## src/verilog/upconv_ctrl_pkg.sv

```systemverilog
// Constants shared by the upconverter control register bank and its aux bus driver.
// Assumes register writes arrive already decoded from the serial control link.
package upconv_ctrl_pkg;
  // ----------------------------------------
  // Register addresses
  // ----------------------------------------
  localparam logic [7:0] MEMORY_PATH_CONTROL_ADDR = 8'h28;
  localparam logic [7:0] LUMA_INTERP_FACTOR_ADDR = 8'h29;
  // ----------------------------------------
  // Reset values
  // ----------------------------------------
  localparam logic [7:0] MEMORY_PATH_CONTROL_RESET = 8'h00;
  localparam logic [7:0] LUMA_INTERP_FACTOR_RESET = 8'h00;
  // ----------------------------------------
  // Field positions
  // ----------------------------------------
  localparam int LEFT_PARITY_BIT = 0;
  localparam int ORIG_WRITE_BIT = 1;
  localparam int INTERP_WRITE_BIT = 2;
  localparam int PRED_UPDATE_BIT = 3;
  localparam int NR_OFFSET_LSB = 4;
  localparam int AUX_SELECT_LSB = 6;
  localparam int INTERP_FACTOR_LSB = 0;
  // ----------------------------------------
  // Field codes and limits
  // ----------------------------------------
  localparam logic [1:0] NR_OFFSET_ZERO = 2'h0;
  localparam logic [1:0] NR_OFFSET_PLUS = 2'h1;
  localparam logic [1:0] NR_OFFSET_MINUS = 2'h3;
  localparam logic [5:0] INTERP_FACTOR_MAX = 6'h20;
  localparam logic [2:0] NR_NOMINAL_DELAY = 3'h2;
  typedef enum logic [3:0] {
    AUX_TRISTATE = 4'h1,
    AUX_MOTION = 4'h2,
    AUX_COPY = 4'h4,
    AUX_DOUBLE = 4'h8
  } aux_mode_t;
endpackage

```

## src/verilog/aux_bus_driver.sv

```systemverilog
// Registered driver of the auxiliary output bus.
// Assumes all inputs come from logic on core_clk_in.
`timescale 1ns/10ps
module aux_bus_driver
  import upconv_ctrl_pkg::*;
#(
  parameter int DATA_W = 8
)
(
  // Clock and reset
  input wire logic core_clk_in,
  input wire logic rst_in,
  // Mode
  input wire logic [1:0] aux_bus_output_select_in,
  // Sources
  input wire logic [DATA_W-1:0] main_y_in,
  input wire logic [DATA_W-1:0] main_u_in,
  input wire logic [DATA_W-1:0] main_v_in,
  input wire logic [DATA_W-1:0] second_y_in,
  input wire logic [DATA_W-1:0] second_u_in,
  input wire logic [DATA_W-1:0] second_v_in,
  input wire logic [DATA_W-1:0] motion_x_in,
  input wire logic [DATA_W-1:0] motion_y_in,
  // Aux bus
  output logic [DATA_W-1:0] aux_y_out,
  output logic [DATA_W-1:0] aux_u_out,
  output logic [DATA_W-1:0] aux_v_out,
  output logic aux_oe_out,
  output logic vert_peaking_en_out
);
  // ----------------------------------------
  // Parameter check
  // ----------------------------------------
  if (DATA_W < 1)
  begin : g_bad_data_w
    $error("DATA_W must be at least 1.");
  end

  // ----------------------------------------
  // Mode decode and data selection
  // ----------------------------------------
  aux_mode_t mode;
  logic [DATA_W-1:0] next_y;
  logic [DATA_W-1:0] next_u;
  logic [DATA_W-1:0] next_v;
  logic next_oe;
  logic next_peak;

  always_comb
  begin
    case (aux_bus_output_select_in)
      2'h1: mode = AUX_MOTION;
      2'h2: mode = AUX_COPY;
      2'h3: mode = AUX_DOUBLE;
      default: mode = AUX_TRISTATE;
    endcase
  end

  always_comb
  begin
    next_y = '0;
    next_u = '0;
    next_v = '0;
    next_oe = 1'b0;
    next_peak = 1'b1;
    case (mode)
      AUX_TRISTATE:
      begin
        next_oe = 1'b0;
      end
      AUX_MOTION:
      begin
        next_oe = 1'b1;
        next_u = motion_x_in;
        next_v = motion_y_in;
      end
      AUX_COPY:
      begin
        next_oe = 1'b1;
        next_y = main_y_in;
        next_u = main_u_in;
        next_v = main_v_in;
      end
      AUX_DOUBLE:
      begin
        next_oe = 1'b1;
        next_peak = 1'b0;
        next_y = second_y_in;
        next_u = second_u_in;
        next_v = second_v_in;
      end
      default:
      begin
        next_oe = 1'b0;
      end
    endcase
  end

  always_ff @(posedge core_clk_in)
  begin
    if (rst_in)
    begin
      aux_y_out <= '0;
      aux_u_out <= '0;
      aux_v_out <= '0;
      aux_oe_out <= 1'b0;
      vert_peaking_en_out <= 1'b1;
    end
    else
    begin
      aux_y_out <= next_y;
      aux_u_out <= next_u;
      aux_v_out <= next_v;
      aux_oe_out <= next_oe;
      vert_peaking_en_out <= next_peak;
    end
  end
endmodule

```

## src/verilog/upconverter_control_regs.sv

```systemverilog
// Memory path and luminance upconversion control registers with the logic they steer.
// Assumes the serial link decoder presents one-cycle write strobes on core_clk_in.
`timescale 1ns/10ps
//
// Overview of operation
// - Bit 0 holds left tree field parity.
// - Bit 1 selects de-interlacer or recirculated original luma.
// - Bit 2 selects de-interlacer or recirculated interpolated luma.
// - Bit 3 gates prediction memory writes.
// - Bits 5:4 set right tree offset 0/+1/-1.
// - Larger offset reads less delayed lines.
// - Offset is applied with current field parity.
// - Bits 7:6 select aux bus output mode.
// - Motion mode puts x, y on chroma lanes.
// - Bits 5:0 hold luma interpolation factor 0..32.
module upconverter_control_regs
  import upconv_ctrl_pkg::*;
#(
  parameter int DATA_W = 8
)
(
  // Clock and reset
  input wire logic core_clk_in,
  input wire logic rst_in,
  // Register write port
  input wire logic reg_write_in,
  input wire logic [7:0] reg_addr_in,
  input wire logic [7:0] reg_wdata_in,
  // Field timing
  input wire logic field_start_in,
  input wire logic current_field_parity_in,
  // Luma paths
  input wire logic [DATA_W-1:0] deint_luma_in,
  input wire logic [DATA_W-1:0] orig_mem_luma_rd_in,
  input wire logic [DATA_W-1:0] interp_mem_luma_rd_in,
  input wire logic pred_write_req_in,
  // Aux bus sources
  input wire logic [DATA_W-1:0] main_y_in,
  input wire logic [DATA_W-1:0] main_u_in,
  input wire logic [DATA_W-1:0] main_v_in,
  input wire logic [DATA_W-1:0] second_y_in,
  input wire logic [DATA_W-1:0] second_u_in,
  input wire logic [DATA_W-1:0] second_v_in,
  input wire logic [DATA_W-1:0] motion_x_in,
  input wire logic [DATA_W-1:0] motion_y_in,
  // Memory path outputs
  output logic [DATA_W-1:0] orig_mem_luma_wr_out,
  output logic [DATA_W-1:0] interp_mem_luma_wr_out,
  output logic pred_mem_write_en_out,
  output logic left_tree_field_parity_out,
  output logic nr_field_parity_out,
  output logic [2:0] right_tree_line_delay_out,
  output logic [5:0] luma_temporal_interp_factor_out,
  // Aux bus
  output logic [DATA_W-1:0] aux_y_out,
  output logic [DATA_W-1:0] aux_u_out,
  output logic [DATA_W-1:0] aux_v_out,
  output logic aux_oe_out,
  output logic vert_peaking_en_out
);
  // ----------------------------------------
  // Parameter check
  // ----------------------------------------
  // Refused at elaboration, so a bad width never reaches a netlist.
  if (DATA_W < 1)
  begin : g_bad_data_w
    $error("DATA_W must be at least 1.");
  end

  // ----------------------------------------
  // Register file
  // ----------------------------------------
  // No read path exists: software must shadow these values itself.
  logic [7:0] memory_path_control;
  logic [7:0] luma_interp_factor;
  logic [7:0] next_memory_path_control;
  logic [7:0] next_luma_interp_factor;

  always_comb
  begin
    next_memory_path_control = memory_path_control;
    next_luma_interp_factor = luma_interp_factor;
    if (reg_write_in && reg_addr_in == MEMORY_PATH_CONTROL_ADDR)
    begin
      next_memory_path_control = reg_wdata_in;
    end
    if (reg_write_in && reg_addr_in == LUMA_INTERP_FACTOR_ADDR)
    begin
      next_luma_interp_factor = reg_wdata_in;
    end
  end

  always_ff @(posedge core_clk_in)
  begin
    if (rst_in)
    begin
      memory_path_control <= MEMORY_PATH_CONTROL_RESET;
      luma_interp_factor <= LUMA_INTERP_FACTOR_RESET;
    end
    else
    begin
      memory_path_control <= next_memory_path_control;
      luma_interp_factor <= next_luma_interp_factor;
    end
  end

  // ----------------------------------------
  // Field memory and prediction paths
  // ----------------------------------------
  logic [1:0] nr_code;
  logic [1:0] live_nr_code;
  logic [1:0] next_nr_code;
  logic next_nr_parity;
  logic [2:0] next_right_delay;
  logic [5:0] raw_factor;
  logic [5:0] next_factor;
  logic [DATA_W-1:0] next_orig_wr;
  logic [DATA_W-1:0] next_interp_wr;
  logic next_pred_en;

  assign live_nr_code = memory_path_control[NR_OFFSET_LSB +: 2];
  assign raw_factor = luma_interp_factor[INTERP_FACTOR_LSB +: 6];

  always_comb
  begin
    next_orig_wr = memory_path_control[ORIG_WRITE_BIT] ? deint_luma_in : orig_mem_luma_rd_in;
    next_interp_wr = memory_path_control[INTERP_WRITE_BIT] ? deint_luma_in : interp_mem_luma_rd_in;
    next_pred_en = pred_write_req_in && memory_path_control[PRED_UPDATE_BIT];
    // Values above the top of the range would extrapolate past the previous field.
    next_factor = (raw_factor > INTERP_FACTOR_MAX) ? INTERP_FACTOR_MAX : raw_factor;
    // The offset is taken only at a field start, so it never changes inside a field.
    next_nr_code = nr_code;
    next_nr_parity = nr_field_parity_out;
    if (field_start_in)
    begin
      next_nr_code = live_nr_code;
      next_nr_parity = current_field_parity_in;
    end
    case (next_nr_code)
      NR_OFFSET_PLUS: next_right_delay = NR_NOMINAL_DELAY - 3'h1;
      NR_OFFSET_MINUS: next_right_delay = NR_NOMINAL_DELAY + 3'h1;
      default: next_right_delay = NR_NOMINAL_DELAY;
    endcase
  end

  always_ff @(posedge core_clk_in)
  begin
    if (rst_in)
    begin
      nr_code <= NR_OFFSET_ZERO;
      nr_field_parity_out <= 1'b0;
      right_tree_line_delay_out <= NR_NOMINAL_DELAY;
      orig_mem_luma_wr_out <= '0;
      interp_mem_luma_wr_out <= '0;
      pred_mem_write_en_out <= 1'b0;
      left_tree_field_parity_out <= 1'b0;
      luma_temporal_interp_factor_out <= 6'h00;
    end
    else
    begin
      nr_code <= next_nr_code;
      nr_field_parity_out <= next_nr_parity;
      right_tree_line_delay_out <= next_right_delay;
      orig_mem_luma_wr_out <= next_orig_wr;
      interp_mem_luma_wr_out <= next_interp_wr;
      pred_mem_write_en_out <= next_pred_en;
      left_tree_field_parity_out <= memory_path_control[LEFT_PARITY_BIT];
      luma_temporal_interp_factor_out <= next_factor;
    end
  end

  // ----------------------------------------
  // Auxiliary bus
  // ----------------------------------------
  aux_bus_driver #(
    .DATA_W(DATA_W)
  ) u_aux (
    .core_clk_in(core_clk_in),
    .rst_in(rst_in),
    .aux_bus_output_select_in(memory_path_control[AUX_SELECT_LSB +: 2]),
    .main_y_in(main_y_in),
    .main_u_in(main_u_in),
    .main_v_in(main_v_in),
    .second_y_in(second_y_in),
    .second_u_in(second_u_in),
    .second_v_in(second_v_in),
    .motion_x_in(motion_x_in),
    .motion_y_in(motion_y_in),
    .aux_y_out(aux_y_out),
    .aux_u_out(aux_u_out),
    .aux_v_out(aux_v_out),
    .aux_oe_out(aux_oe_out),
    .vert_peaking_en_out(vert_peaking_en_out)
  );
endmodule
```

## config.mk

```make
export PLATFORM = sky130hd
export DESIGN_NAME = upconverter_control_regs
export DESIGN_NICKNAME = d
export VERILOG_FILES = /design/src/verilog/upconv_ctrl_pkg.sv /design/src/verilog/aux_bus_driver.sv /design/src/verilog/upconverter_control_regs.sv
export SDC_FILE = /design/constraint.sdc
export NUM_CORES = 1
export LEC_CHECK = 0
export ABC_CLOCK_PERIOD_IN_PS = 2000
export BUFFER_PORTS_ARGS = -buffer_cell sky130_fd_sc_hd__clkbuf_2
export CAP_MARGIN = 10
export CORE_MARGIN = 5
export CORE_UTILIZATION = 43
export CTS_CLUSTER_DIAMETER = 100
export DETAILED_ROUTE_END_ITERATION = 8
export PLACE_DENSITY = 0.77
export REMOVE_ABC_BUFFERS = 1
export SLEW_MARGIN = 10
export SYNTH_ARGS = -nofsm -noshare
export SYNTH_HDL_FRONTEND = slang
export SYNTH_HIERARCHICAL = 1
export SYNTH_SLANG_ARGS = --single-unit
```

## constraint.sdc

```tcl
create_clock -name core_clk_in -period 2 [get_ports core_clk_in]
set_input_delay 0.4 -clock core_clk_in [delete_from_list [all_inputs] [get_ports core_clk_in]]
set_output_delay 0.4 -clock core_clk_in [all_outputs]
set_load 0.03 [all_outputs]
```

==> metrics.md <==
| Metric | Value |
|---|---|
| Status | `complete, no violations` |
| Worst hold endpoint | `pred_mem_write_en_out$_SDFF_PP0_` |
| Largest net degree at the start of global routing | `36` |
| Number of global-route vias before repair | `2358` |
| Cell Pwr Density | `774 nW/um^2` |
| Clock Sinks | `68` |
| Grt total ovfl | `0` |
| Cell area after synthesis | `2700 um^2` |
| Die area | `7950 um^2` |
| Sequential-to-total area share from yosys stat | `0.505` |
| Req. time, crit path | `2.26 ns` |
| Total GRT Usage | `0.161` |
| Slowest Stage Delay on Critical Path | `0.58 ns` |
| Crit path DAT | `1.66 ns` |
| Reg2reg end | `u_aux/aux_v_out[3]$_SDFF_PP0_` |
| Hold Path Cell Cnt | `3` |
| Clk slew on worst S/H paths | `0.08 ns` |
| Drt pass-1 iters | `4` |
| Count of state elements after synthesis | `68` |
| CTS Hold Bufs | `0` |
| CP max FO | `6` |
| Setup TNS | `0 ns` |
| Final Power | `2880 uW` |
| Buffers on Ports | `162` |
| Maximum clock path buffer count | `2` |
| Drc violations | `0` |
| DR vias | `2328` |
| CP endpoint kind | `register` |
| Met2 Track Usage GR | `0.303` |
| Yosys top cell by area | `dfxtp_1` |
| Yosys cell types | `29` |
| Layout Skew | `0.00731 ns` |
| Cells after synthesis | `249` |
| Post-CTS Setup Bufs | `0` |
| Most frequent cell after synthesis | `dfxtp_1` |
| Worst Max-Slew Pin Slew | `0.563 ns` |
| DRT Wirelength | `6540 um` |
| Final min period | `1.40 ns` |
| DIE HEIGHT | `89.2 um` |
| IO Count | `164` |
| Largest delay share family, worst path | `simple AND/OR/NAND/NOR gates` |
| Layout cells sized above 1 | `0.482` |
| Worst Path Class, Setup | `primary input to register` |
| GP Congestion | `0.778` |
| Post-synth top area share | `0.505` |
| Fin crit share | `0.700` |
| Post-CTS resize count | `0` |
| FP Rows | `28` |
| Flop-to-flop setup slack | `0.76 ns` |
| Hold path startpoint | `pred_write_req_in` |
| Fill count | `539` |
| Initial Utilization | `0.447` |
| Fmax | `714 MHz` |
| Vias/cell | `4.79` |
| Layout Area Growth over Synthesis | `37.9%` |
| Buf/Inv on CP | `1` |
| Final Util | `0.617` |
| Post-Syn Area per Cell | `10.8 um^2` |
| CTS tree | `built` |
| Worst R2R Path Depth | `3` |
| R2r startpoint | `memory_path_control[6]$_SDFFE_PP0P_` |
| Antenna Nets Post-Route | `0` |
| Die width | `89.2 um` |
| DR WL/cell | `13.5 um` |
| Most used routing layer | `met2` |
| Multi-input logic area | `1180 um^2` |
| Clk_lat worst skew | `0.33 ns` |
| Max Cap Viol | `0` |
| Synth area leaders | `dfxtp_1, mux2i_1, a211oi_1` |
| Antenna violations before repair | `0` |
| Max-slew violations | `0` |
| CTS Buf Count | `9` |
| EDFF count, synth | `0` |
| Final hold viol count | `0` |
| Iter 0 DRT Violations | `42` |
| Leak Pwr | `0.00170 uW` |
| Setup violators final | `0` |
| Max_slew headroom | `0.624` |
| Ys Warns | `6` |
| Layout Nets | `516` |
| Synth top cells by count | `dfxtp_1, mux2i_1, nor2_1` |
| Worst path cell trace | `clkbuf_2 > or4b_4 > nor3_4 > mux2i_1` |
| Crit start category | `primary input` |
| Slowest cell on the critical path | `or4b_4` |
| Synth Flop Type | `dfxtp_1` |
| Ys async rst share | `0` |
| Peak VDD IR | `539 uV` |
| Hpwl dp | `5060 um` |
| Core region area | `6030 um^2` |
| Antenna diodes | `0` |
| CTS root buffer | `clkbuf_8` |
| Register area | `1360 um^2` |
| Wire length of the first global-routing pass | `10000 um` |
| Met1 GRT Util | `0.165` |
| Hold/Removal Path Class | `primary input to register` |
| RSZ-0062 raised after global routing | `no` |
| H-tree depth | `3` |
| Met3 capacity usage during global routing | `0.0470` |
[how the worst max path moves through the flow]
| stage | startpoint | to | slack, ns | cells past startpoint |
|---|---|---|---|---|
| after floorplan | memory_path_control[6]$_SDFFE_PP0P_ | u_aux/aux_u_out[0]$_SDFF_PP0_ | 0.16 | 2 |
| after global placement | reg_addr_in[1] | memory_path_control[2]$_SDFFE_PP0P_ | 0.30 | 4 |
| after detailed placement | reg_addr_in[1] | memory_path_control[3]$_SDFFE_PP0P_ | 0.27 | 4 |
| after CTS | reg_addr_in[1] | memory_path_control[5]$_SDFFE_PP0P_ | 0.61 | 4 |
| after global routing | reg_addr_in[1] | memory_path_control[3]$_SDFFE_PP0P_ | 0.55 | 4 |
| final | reg_addr_in[1] | memory_path_control[1]$_SDFFE_PP0P_ | 0.60 | 4 |
[metrics by stage]
step	std cells	area [um^2]	worst slack [ns]	hold slack (ns)
global route	486	3720	0.553	0.280
global placement	470	3490	0.299	0.428
finish	486	3720	0.600	0.288
floorplan	229	2550	0.161	0.405
detailed placement	470	3490	0.272	0.439
CTS	486	3720	0.612	0.281
[layout by cell type (no fill, tap or decap), types with 3 or more instances in the layout]
cell      synthesis  final
o31ai_1           3      3
a211oi_1         16     16
nor2_1           31     31
and2_1            5      5
clkbuf_8          1      9
clkbuf_2          0    162
dfxtp_1          68     67
mux2i_1          54     54
nand2b_1          7      7
a21oi_1          18     18
or2b_2           11     11
buf_4             3      3
[power by group]
part           switching, uW  internal, uW  leakage (uW)
clock network            542           711      0.000110
registers               5.50          1370      0.000553
logic                    124           123       0.00104
total                    672          2200       0.00170
[metal layers]
| metal | up-vias | share of wire |
|---|---|---|
| met5 | - | 0 |
| met1 | 1051 | 0.38 |
| met3 | 8 | 0.093 |
| li1 | 1174 | - |
| met2 | 95 | 0.52 |
| met4 | 0 | 0.013 |
[kinds of logic after synthesis]
kind of cell	after synthesis	share of synthesized area
flip-flops	68	0.505
AND/OR/NAND/NOR	66	0.147
multiplexers	54	0.200
AO/OA/AOI/OAI	38	0.0882
buffers and inverters	22	0.0585
other	1	0.00139
[worst reg2reg max path: stages, from the launching register on]
cell and delay, ns:
dfxtp_2 0.51, buf_12 0.26, mux2i_1 0.25, a211oi_1 0.09
[cell type report]
| type | count | share of cell area |
|---|---|---|
| clock buffers | 9 | 0.0333 |
| clock inverters | 7 | 0.0266 |
| inverters | 2 | 0.00202 |
| multi-input cells | 159 | 0.317 |
| flip-flops and latches | 68 | 0.367 |
| well taps | 75 | 0.0252 |
| repair buffers | 166 | 0.230 |
[flip-flops by register name, summed over array words and instances, names as in the netlist, 2 cells and up]
register,count
luma_temporal_interp_factor_out,6
right_tree_line_delay_out,2
u_aux/aux_y_out,8
u_aux/aux_u_out,8
orig_mem_luma_wr_out,8
memory_path_control,8
luma_interp_factor,6
interp_mem_luma_wr_out,8
u_aux/aux_v_out,8
Note: power is estimated with default switching activity, not from simulation.
